### config.mk
export PLATFORM = sky130hd
export DESIGN_NAME = tpc_timer
export DESIGN_NICKNAME = d
export VERILOG_FILES = /design/src/common/tpc_pkg.sv /design/src/tpc_channel.sv /design/src/tpc_timer.sv
export SDC_FILE = /design/constraint.sdc
export NUM_CORES = 1
export LEC_CHECK = 0
export BUFFER_PORTS_ARGS = -buffer_cell sky130_fd_sc_hd__buf_2
export CORE_UTILIZATION = 54
export CTS_BUF_LIST = sky130_fd_sc_hd__clkbuf_2 sky130_fd_sc_hd__clkbuf_4 sky130_fd_sc_hd__clkbuf_8
export DETAILED_ROUTE_END_ITERATION = 7
export GPL_ROUTABILITY_DRIVEN = 0
export PLACE_DENSITY = 0.8
export RECOVER_POWER = 50
export SETUP_SLACK_MARGIN = 0.02
export SLEW_MARGIN = 5
export SYNTH_ARGS = -nofsm -noshare
export SYNTH_HDL_FRONTEND = slang
export SYNTH_HIERARCHICAL = 1
export SYNTH_SLANG_ARGS = --single-unit
### constraint.sdc
create_clock -name i_clk_sys -period 2.6 [get_ports i_clk_sys]
set_input_delay 0.52 -clock i_clk_sys [delete_from_list [all_inputs] [get_ports i_clk_sys]]
set_output_delay 0.52 -clock i_clk_sys [all_outputs]
set_load 0.005 [all_outputs]
### src/common/tpc_pkg.sv
// Purpose: Shared constants for the 16-bit timer, PWM and capture block.
// Assumes: One bus clock domain; all pins sampled synchronously.
// Notes:   Field encodings and widths used by the top and channel modules.
`default_nettype none
package tpc_pkg;
    // ========================================
    // Counter
    localparam int          CNT_W       = 16;
    localparam logic [15:0] CNT_ZERO    = 16'h0000;
    localparam logic [15:0] CNT_ONE     = 16'h0001;
    localparam logic [15:0] CNT_MAX     = 16'hFFFF;
    localparam int          CH_COUNT    = 2;
    // ========================================
    // Clock source field
    localparam int          CLKS_W      = 2;
    localparam logic [1:0]  CLKS_NONE   = 2'h0;
    localparam logic [1:0]  CLKS_BUS    = 2'h1;
    localparam logic [1:0]  CLKS_FIXED  = 2'h2;
    localparam logic [1:0]  CLKS_EXT    = 2'h3;
    // ========================================
    // Prescaler, divide by two to the power of the select
    localparam int          PRE_W       = 3;
    localparam int          PS_W        = 7;
    localparam logic [2:0]  PRE_MAX     = 3'h7;
    localparam logic [6:0]  PS_ONES     = 7'h7F;
    localparam logic [6:0]  PS_ZERO     = 7'h00;
    // ========================================
    // Channel modes and pin actions
    localparam int          MODE_W      = 2;
    localparam logic [1:0]  MODE_CAPT   = 2'h0;
    localparam logic [1:0]  MODE_CMP    = 2'h1;
    localparam logic [1:0]  MODE_PWM    = 2'h2;
    localparam int          ACT_W       = 2;
    localparam logic [1:0]  ACT_NONE    = 2'h0;
    localparam logic [1:0]  ACT_TOGGLE  = 2'h1;
    localparam logic [1:0]  ACT_CLEAR   = 2'h2;
    localparam logic [1:0]  ACT_SET     = 2'h3;
    localparam int          BYTE_W      = 8;
endpackage
`default_nettype wire

### src/tpc_channel.sv
// Purpose: One timer channel: capture, compare or edge/center PWM.
// Assumes: Counter step and wrap pulses arrive with the new count.
// Notes:   Channel value bytes are buffered and moved as a pair outside capture mode.
`default_nettype none
module tpc_channel (
    // Clock and reset
    input  wire logic                          i_clk_sys,
    input  wire logic                          i_rst_n,
    // Configuration
    input  wire logic [tpc_pkg::MODE_W-1:0]    i_mode,
    input  wire logic [tpc_pkg::ACT_W-1:0]     i_action,
    input  wire logic                          i_center,
    // Counter view
    input  wire logic [tpc_pkg::CNT_W-1:0]     i_cnt,
    input  wire logic                          i_up,
    input  wire logic                          i_step,
    input  wire logic                          i_wrap,
    // Software access
    input  wire logic                          i_val_hi_wr,
    input  wire logic                          i_val_lo_wr,
    input  wire logic [tpc_pkg::BYTE_W-1:0]    i_val_data,
    input  wire logic                          i_csc_wr,
    input  wire logic                          i_flag_clr,
    // Pin and status
    input  wire logic                          i_pin_in,
    output logic                               o_pin_out,
    output logic                               o_pin_oe_n,
    output logic                               o_flag,
    output logic [tpc_pkg::CNT_W-1:0]          o_value
);
    import tpc_pkg::*;

    // ========================================
    // State
    typedef struct packed {
        logic              cap_prev;
        logic              pin;
        logic              oe_n;
        logic              flag;
        logic              got_hi;
        logic              got_lo;
        logic [BYTE_W-1:0] buf_hi;
        logic [BYTE_W-1:0] buf_lo;
        logic [CNT_W-1:0]  val;
    } tpc_chan_s;

    tpc_chan_s s;
    tpc_chan_s next_s;
    logic      match;
    logic      pol;
    logic      set_ev;

    assign match = i_step & (i_cnt == s.val);
    assign pol   = i_action[0];

    always_comb begin
        next_s = s;
        set_ev = 1'b0;
        next_s.cap_prev = i_pin_in;
        case (i_mode)
            MODE_CAPT: begin
                next_s.oe_n = 1'b1;
                if (i_pin_in & ~s.cap_prev) begin
                    next_s.val = i_cnt;
                    set_ev = 1'b1;
                end
            end
            MODE_CMP: begin
                next_s.oe_n = (i_action == ACT_NONE);
                if (match) begin
                    set_ev = 1'b1;
                    case (i_action)
                        ACT_TOGGLE: next_s.pin = ~s.pin;
                        ACT_CLEAR:  next_s.pin = 1'b0;
                        ACT_SET:    next_s.pin = 1'b1;
                        default:    next_s.pin = s.pin;
                    endcase
                end
            end
            MODE_PWM: begin
                next_s.oe_n = 1'b0;
                if (match) begin
                    set_ev = 1'b1;
                    // Compare wins over overflow so a zero value gives a flat line.
                    next_s.pin = i_center ? (i_up ? pol : ~pol) : pol;
                end else if (i_wrap && !i_center) begin
                    next_s.pin = ~pol;
                end
            end
            default: begin
                next_s.oe_n = 1'b1;
            end
        endcase
        if (i_val_hi_wr) begin
            next_s.buf_hi = i_val_data;
            next_s.got_hi = 1'b1;
        end
        if (i_val_lo_wr) begin
            next_s.buf_lo = i_val_data;
            next_s.got_lo = 1'b1;
        end
        if (i_csc_wr) begin
            next_s.got_hi = 1'b0;
            next_s.got_lo = 1'b0;
        end
        if (next_s.got_hi && next_s.got_lo) begin
            next_s.got_hi = 1'b0;
            next_s.got_lo = 1'b0;
            if (i_mode != MODE_CAPT) begin
                next_s.val = {next_s.buf_hi, next_s.buf_lo};
            end
        end
        // A new event in the clearing cycle keeps the flag set.
        next_s.flag = (s.flag & ~i_flag_clr) | set_ev;
    end

    always_ff @(posedge i_clk_sys or negedge i_rst_n) begin
        if (!i_rst_n) begin
            s <= '{oe_n: 1'b1, default: '0};
        end else begin
            s <= next_s;
        end
    end

    assign o_pin_out  = s.pin;
    assign o_pin_oe_n = s.oe_n;
    assign o_flag     = s.flag;
    assign o_value    = s.val;
endmodule
`default_nettype wire

### src/tpc_timer.sv
// Purpose: 16-bit timer counter with clock select, modulus, overflow
//          flag and a set of capture, compare and PWM channels.
// Assumes: Control bits arrive as plain ports; write strobes are pulses.
// Notes:   Crystal and external clocks cross through two-flop stages.
`default_nettype none
// Operation
// - Two-bit source field: none, bus clock, fixed clock, external pin.
// - Bus clock source feeds the prescaler every cycle, unsynchronized.
// - Fixed clock equals bus clock unless the loop is engaged; then synchronized.
// - External clock from any channel pin always passes a two-flop synchronizer.
// - Interrupt level is overflow flag and enable, or any enabled channel flag; overflow enable low means polling.
// - Free running count wraps from 0xFFFF to 0x0000, setting overflow.
// - With a modulus, count returns to zero after it and sets overflow.
// - Center mode counts up and down; overflow on reversal at the modulus.
// - Modulus 0x0000 or 0xFFFF gives a free running full range counter.
// - Counter reads are harmless; a write to either byte clears it.
// - Counter runs up or modulo normally and up/down in center mode.
// - A capture event sets the channel flag and may request an interrupt.
// - Compare match sets, clears or toggles the pin and sets the flag.
// - Compare value moves only after both bytes; control write restarts pairing.
// - Edge PWM counts up; modulus sets period and channel value duty.
// - Polarity low: overflow drives high, compare low; polarity high reversed.
// - Value zero gives no pulse; value above modulus gives full duty.
// - Channel byte writes land in buffers and move as a pair, except in capture mode, where the pair is dropped.
// - The source field feeds the prescaler, which clocks the counter.
module tpc_timer #(
    parameter int N_CH = tpc_pkg::CH_COUNT
) (
    // Clock and reset
    input  wire logic                              i_clk_sys,
    input  wire logic                              i_rst_n,
    // Counter configuration
    input  wire logic [tpc_pkg::CLKS_W-1:0]        i_clock_source_field,
    input  wire logic [tpc_pkg::PRE_W-1:0]         i_prescale,
    input  wire logic [tpc_pkg::CNT_W-1:0]         i_modulus_value,
    input  wire logic                              i_center_aligned_select,
    input  wire logic                              i_overflow_irq_enable,
    input  wire logic                              i_loop_engaged,
    input  wire logic                              i_xtal_half,
    input  wire logic [$clog2(N_CH)-1:0]           i_ext_pin_sel,
    // Counter access
    input  wire logic                              i_cnt_wr,
    input  wire logic                              i_overflow_flag_clr,
    // Channel configuration and access
    input  wire logic [N_CH*tpc_pkg::MODE_W-1:0]   i_ch_mode,
    input  wire logic [N_CH*tpc_pkg::ACT_W-1:0]    i_ch_action,
    input  wire logic [N_CH-1:0]                   i_ch_irq_enable,
    input  wire logic [N_CH-1:0]                   i_ch_val_hi_wr,
    input  wire logic [N_CH-1:0]                   i_ch_val_lo_wr,
    input  wire logic [tpc_pkg::BYTE_W-1:0]        i_ch_val_data,
    input  wire logic [N_CH-1:0]                   i_ch_csc_wr,
    input  wire logic [N_CH-1:0]                   i_ch_flag_clr,
    // Channel pins
    input  wire logic [N_CH-1:0]                   i_ch_pin_in,
    output logic      [N_CH-1:0]                   o_ch_pin_out,
    output logic      [N_CH-1:0]                   o_ch_pin_oe_n,
    // Status
    output logic      [tpc_pkg::CNT_W-1:0]         o_counter_value,
    output logic                                   o_overflow_flag,
    output logic      [N_CH-1:0]                   o_ch_event_flag,
    output logic      [N_CH*tpc_pkg::CNT_W-1:0]    o_ch_value,
    output logic                                   o_irq
);
    import tpc_pkg::*;

    // ========================================
    // State
    typedef struct packed {
        logic             xs1;
        logic             xs2;
        logic             xs3;
        logic             es1;
        logic             es2;
        logic             es3;
        logic [PS_W-1:0]  ps;
        logic [CNT_W-1:0] cnt;
        logic             up;
        logic             overflow_flag;
        logic             step;
        logic             wrap;
        logic             irq;
    } tpc_timer_s;

    tpc_timer_s       s;
    tpc_timer_s       next_s;
    logic             raw;
    logic             tick;
    logic             mod_active;
    logic [CNT_W-1:0] top;
    logic [PS_W-1:0]  ps_mask;
    logic [N_CH-1:0]  ch_flag;

    always_comb begin
        next_s = s;
        // Synchronizer chains; only the second and third stages are looked at.
        next_s.xs1 = i_xtal_half;
        next_s.xs2 = s.xs1;
        next_s.xs3 = s.xs2;
        next_s.es1 = i_ch_pin_in[i_ext_pin_sel];
        next_s.es2 = s.es1;
        next_s.es3 = s.es2;
        case (i_clock_source_field)
            CLKS_BUS:   raw = 1'b1;
            CLKS_FIXED: raw = i_loop_engaged ? (s.xs2 & ~s.xs3) : 1'b1;
            CLKS_EXT:   raw = s.es2 & ~s.es3;
            default:    raw = 1'b0;
        endcase
        ps_mask = PS_ONES >> (PRE_MAX - i_prescale);
        tick    = raw & ((s.ps & ps_mask) == ps_mask);
        if (raw) begin
            next_s.ps = s.ps + PS_W'(1);
        end
        mod_active = (i_modulus_value != CNT_ZERO) && (i_modulus_value != CNT_MAX);
        top = mod_active ? i_modulus_value : CNT_MAX;
        next_s.step = tick;
        next_s.wrap = 1'b0;
        if (tick) begin
            if (!i_center_aligned_select) begin
                next_s.up = 1'b1;
                if (s.cnt == top) begin
                    next_s.cnt  = CNT_ZERO;
                    next_s.wrap = 1'b1;
                end else begin
                    next_s.cnt = s.cnt + CNT_ONE;
                end
            end else if (s.up) begin
                if (s.cnt == top) begin
                    next_s.cnt  = s.cnt - CNT_ONE;
                    next_s.up   = 1'b0;
                    next_s.wrap = 1'b1;
                end else begin
                    next_s.cnt = s.cnt + CNT_ONE;
                end
            end else begin
                if (s.cnt == CNT_ZERO) begin
                    next_s.cnt = CNT_ONE;
                    next_s.up  = 1'b1;
                end else begin
                    next_s.cnt = s.cnt - CNT_ONE;
                end
            end
        end
        // Any counter write restarts the count and the prescaler.
        if (i_cnt_wr) begin
            next_s.cnt  = CNT_ZERO;
            next_s.up   = 1'b1;
            next_s.ps   = PS_ZERO;
            next_s.step = 1'b0;
            next_s.wrap = 1'b0;
        end
        // The overflow wins over a clear in the same cycle.
        next_s.overflow_flag = (s.overflow_flag & ~i_overflow_flag_clr) | next_s.wrap;
        // Channel flags reach the request one cycle after they set.
        next_s.irq = (next_s.overflow_flag & i_overflow_irq_enable) | (|(ch_flag & i_ch_irq_enable));
    end

    always_ff @(posedge i_clk_sys or negedge i_rst_n) begin
        if (!i_rst_n) begin
            s <= '{up: 1'b1, default: '0};
        end else begin
            s <= next_s;
        end
    end

    assign o_counter_value = s.cnt;
    assign o_overflow_flag = s.overflow_flag;
    assign o_irq           = s.irq;
    assign o_ch_event_flag = ch_flag;

    // ========================================
    // Channels
    // The pin used as external clock still feeds its own channel; software keeps
    // that channel away from capture and pin driving.
    genvar g;
    generate
        for (g = 0; g < N_CH; g++) begin : gen_ch
            tpc_channel u_ch (
                .i_clk_sys   (i_clk_sys),
                .i_rst_n     (i_rst_n),
                .i_mode      (i_ch_mode[g*MODE_W +: MODE_W]),
                .i_action    (i_ch_action[g*ACT_W +: ACT_W]),
                .i_center    (i_center_aligned_select),
                .i_cnt       (s.cnt),
                .i_up        (s.up),
                .i_step      (s.step),
                .i_wrap      (s.wrap),
                .i_val_hi_wr (i_ch_val_hi_wr[g]),
                .i_val_lo_wr (i_ch_val_lo_wr[g]),
                .i_val_data  (i_ch_val_data),
                .i_csc_wr    (i_ch_csc_wr[g]),
                .i_flag_clr  (i_ch_flag_clr[g]),
                .i_pin_in    (i_ch_pin_in[g]),
                .o_pin_out   (o_ch_pin_out[g]),
                .o_pin_oe_n  (o_ch_pin_oe_n[g]),
                .o_flag      (ch_flag[g]),
                .o_value     (o_ch_value[g*CNT_W +: CNT_W])
            );
        end
    endgenerate
endmodule
`default_nettype wire

## Word level (Yosys, flattened, before mapping)

Index checks and enable logic that the tools add are counted.

- Input bits: 58
- Register bits: 110

- Eq/ne operators: 24
- Bitwise operators: 28
- Add/subtract/negate cells: 4
- Shift operators: 1
- Magnitude comparators: 1
- Mux-type cells: 62
- Reduce and logical (&&, ||, !) cells: 22

Operator list:

| kind | count |
|---|---|
| $mux 16 | 12 |
| $mux 17 | 3 |
| $eq 16x16->1 | 3 |
| $mux 8 | 4 |
| $mux 1 | 27 |
| $mux 24 | 1 |
| $add 16x1->16 const B | 1 |
| $eq 2x2->1 const B | 8 |
| $logic_not 16->1 | 1 |
| $ne 16x16->1 const B | 1 |
| $reduce_bool 16->1 | 1 |
| $sub 16x1->16 const B | 1 |
| $pmux 1 s2 | 6 |
| $reduce_bool 2->1 | 6 |
| $and 1x1->1 | 11 |
| $not 1->1 | 11 |
| $eq 2x1->1 const B | 5 |
| $mux 2 | 5 |
| $pmux 1 s3 | 3 |
| $logic_not 2->1 | 4 |
| $ne 4x4->1 const B | 2 |
| $reduce_and 4->1 | 2 |
| $add 7x1->7 const B | 1 |
| $and 7x7->7 | 1 |
| 13 further kinds | 22 |

## Longest topological paths before layout

- Depth in word-level cells: 12
- Depth in mapped cells: 13

## Modules after synthesis

The synthesis kept the hierarchy.

By module, submodules not included:

| module | cells each | times used | area each (µm²) |
|---|---|---|---|
| tpc_channel | 190 | 2 | 2,038.2 |
| tpc_timer | 394 | 1 | 3,130.5 |

## Least setup slack after synthesis

No wires, ideal clock.

- Path kind: reg2reg
- Start: reg s (netlist bit o_counter_value[0])
- End: reg s (netlist bit o_counter_value[6])
- Stages on the path, launching flop included: 14
- Setup time: 0.143 ns
- Path buffers: 2
- Arrival time: 2.695 ns
- Setup slack: -0.238 ns
- Cell sequence: dfrtp_1 > inv_1 > ha_1 > nor3b_4 > nand3_1 > or3_1 > clkbuf_1 > or3_4 > nand3_2 > buf_4 > o21ai_0 > and3_1 > o21ai_0 > a32oi_1

- Word-level cells in the longest chain between the ends: 6
- Elaborated cells on any way between the ends: 11

Ends and longest elaborated chain:

| element | RTL line | RTL |
|---|---|---|
| from (decl) | tpc_timer.sv:84 | `tpc_timer_s s;` |
| from (signal assigned) | tpc_timer.sv:161 | `s <= next_s;` |
| $sub 16x1->16, or another cell as far along | tpc_timer.sv:128, tpc_timer.sv:139 |  |
| $mux 16 (on tied branches) | tpc_timer.sv:135, tpc_timer.sv:127 |  |
| $mux 17 | tpc_timer.sv:126 | `end else if (s.up) begin` |
| $mux 17 * | tpc_timer.sv:118 | `if (!i_center_aligned_select) begin` |
| $mux 17 * | tpc_timer.sv:117 | `if (tick) begin` |
| $mux 24 * | tpc_timer.sv:144 | `if (i_cnt_wr) begin` |

Mark *: on every way between the ends. The rest lies on a longest branch, timed or not. The select of a mux whose other input is x is not followed.
A chain may end at the register's enable or synchronous reset.

## Worst setup path in the final report

- Start: reg s (netlist bit o_counter_value[1])
- End: reg s (netlist bit o_counter_value[11])

The elaborated chain is that of the path after synthesis.

==> impl_results.md <==
* Status: finished with violations
* Failing checks: max-capacitance violations, max-slew violations
* Deepest clock path buffer count at 2
* Total track usage at 29.76%
* Die Ht at 117.5 µm
* Mapped cell area at 7207 µm²
* Final Hold Viols at 0
* Syn nets at 843
* Unrepaired setup endpoints after global routing: true
* Share of layout cells above drive strength 1 at 33.44%
* Placed cell area at 8158 µm²
* Slew headroom at -34.58%
* GRT met1 Usage at 37.38%
* Clock skew at 9.956 ps
* Post-route clock period utilization at 96.97%
* TritonCTS clock tree: yes
* MaxCap Viol Count at 1
* Min-Delay Path Class: in2reg
* Worst Max-Slew Pin Slew at 2019 ps
* DIE AREA at 13810 µm²
* Synth top area cells: dfrtp_1, mux2_2, buf_4, mux2i_1, o21ai_0
* Die extent in x at 117.5 µm
* Worst path max stage delay at 420 ps
* Routed WL per cell at 18.80 µm
* CTS root buffer: clkbuf_8
* WP data arrival at 2810 ps
* Critical Path Source: o_counter_value[1]
* Finished Cell Area at 8529 µm²
* CTS Buf Count at 9
* Top FF cell, synth: dfrtp_1
* R2r startpoint: o_counter_value[1]
* Number of synthesized flops with an enable pin at 0
* Io pins at 114
* Sequential Area at 2760 µm²
* Cells after Synth at 774
* Met3 usage at 4.070%
* First-pass iteration count of the detailed router at 6
* Leak at 0.004081 µW
* Initial Util at 56.20%
* Tmin final at 2521 ps
* Post-synth top area share at 37.15%
* HPWL reported at the end of detailed placement at 14850 µm
* # setup viols final at 0
* Setup WS post-layout at 78.66 ps
* Maximum VDD drop at 0.2192 mV
* Synth cell types at 74
* Crit-path slowest cell: dfrtp_2
* CTS HTree Levels at 3
* First-pass GRT wire length at 32630 µm
* DR vias/cell at 6.086
* Critical Path Start Type: register
* Clock Pin Slew Worst Setup and Hold Paths at 110 ps
* Global route overflow at 0
* Pwr Total at 4082 µW
* Commonest non-fill, non-tap cells in the layout: dfrtp_1, buf_2, buf_4, nand2_1, o21ai_0
* Synthesis warning total at 6
* Area leader, netlist: dfrtp_1
* Mean Syn Cell Area at 9.311 µm²
* Worst-path cell chain: inv_2 > ha_4 > nor3b_4 > nand3_2 > or3_4 > or3_4 > nand3_4 > buf_4 > nor3_1 > o21ai_1 > o311ai_1 > buf_4
* Initial antenna violation count at 0
* Seq/Total Area, Yosys at 38.25%
* # rows at 41
* Final ANT Viol Nets at 0
* Worst Path Buf+Inv at 3
* Routed wire length at 20320 µm
* Filler cells at 996
* Multi-input gate area at 3901 µm²
* CP endpoint kind: register
* Ant. Diodes at 0
* Port buffer count at 113
* PwrDens at 478.6 nW/µm²
* Post-Place Cells at 1058
* Critical path class: reg2reg
* NumNets Final at 973
* Post-Place Setup Slack at -228.2 ps
* Iter 0 DRT Violations at 622
* Area grow syn2layout at 18.35%
* Core Region at 12820 µm²
* Largest net degree at the start of global routing at 42
* FFs w/ async S/R, synth at 100.0%
* Global routing's busiest layer: met2
* Final slew viol count at 34
* CTS Sinks at 110
* Critical-path maximum fanout at 5
* Worst EP required at 2880 ps
* DR vias at 6579
* Clk Latency, worst-skew pair at 380 ps
* Number of global-route vias before repair at 6329
* Final Instance Count excl. Fillers at 1081
* Met2 Use GR at 50.18%
* FMAX at 396.6 MHz
* CP top delay family: simple AND/OR/NAND/NOR gates
* Post-route DRC at 0
* Synth Register Bits at 110
* Hold path start: i_xtal_half
## final timing paths
path / depth (start not counted) / end / slack [ps]
max: 12 / o_counter_value[11] / 80
min: 1 / next_s[32] / 250
max reg2reg: 12 / o_counter_value[11] / 80
min reg2reg: 0 / next_s[31] / 360
max in group asynchronous: 2 / gen_ch[1].u_ch/o_value[15] / 460
min in group asynchronous: 1 / gen_ch[1].u_ch/o_value[6] / 700
## per-stage QoR
step | TNS [ps] | hold slack [ps] | util [%]
floorplan | -54.44 | 224.4 | -
global placement | -2224 | 335.1 | 63.61
detailed placement | -2535 | 335.8 | 63.61
CTS | 0 | 86.80 | 65.42
global route | -85.88 | 231.7 | 66.51
finish | 0 | 250.5 | 66.51
## what timing repair did
action / CTS / global route
gates cloned: 0 / 1
endpoints found under the setup margin: 8 / 13
gates resized for setup: 3 / 32
pin swaps: 0 / 6
setup buffers: 0 / 7
hold buffers: 0 / 0
## logic make-up (layout without fill, tap and decap cells)
kind of cell | Yosys count | in the layout | share of synthesized area, %
xor+xnor | 45 | 45 | 5.469
simple gates | 252 | 253 | 19.81
flops | 110 | 110 | 38.25
buf+inv | 124 | 258 | 9.757
fa+ha+maj | 11 | 11 | 1.910
compound gates | 166 | 166 | 15.07
mux | 66 | 66 | 9.740
## worst register-to-register path, stage by stage (launching register included)
cell      delay (ps)
dfrtp_2          420
inv_2             80
ha_4             130
nor3b_4          210
nand3_2          100
or3_4            360
or3_4            410
nand3_4          140
buf_4            140
nor3_1            40
o21ai_1          130
o311ai_1         110
buf_4            160
## layer usage
layer,wire [µm],up-vias,part of all wire [%]
met4,805,0,4.0
met5,0,-,0
li1,-,2987,-
met3,1564,70,7.7
met2,10000,345,49
met1,7952,3177,39
## area by class of cell
class	count	area share [%]
well taps	172	2.523
repair buffers	212	15.53
clock buffers	10	1.614
inverters	30	1.320
clock inverters	6	0.9095
multi-input cells	541	45.74
flip-flops and latches	110	32.36
## cell usage after synthesis (13+ instances only)
cell        n
mux2i_1    33
o21ai_0    56
nor2_1     42
clkbuf_1   27
mux2_2     33
or3_1      13
nand3_1    18
buf_2      13
dfrtp_1   107
nand2_1    72
inv_1      30
xnor2_1    29
a21oi_1    28
and3_1     17
nand4_1    16
buf_4      49
xor2_1     16
## power breakdown
part / internal (µW) / switching, µW
clock: 489 / 626
combinational: 445 / 486
sequential: 1890 / 149
## state kept, by name (all words and copies together), names as in the netlist
signal and flops:
gen_ch.u_ch/o_pin_oe_n 2, next_s 4, gen_ch.u_ch/s 38, gen_ch.u_ch/o_value 32
s 12, o_irq 1, o_counter_value 16, gen_ch.u_ch/o_pin_out 2
gen_ch.u_ch/o_flag 2, o_overflow_flag 1
Power figures use the tool's default switching activity.
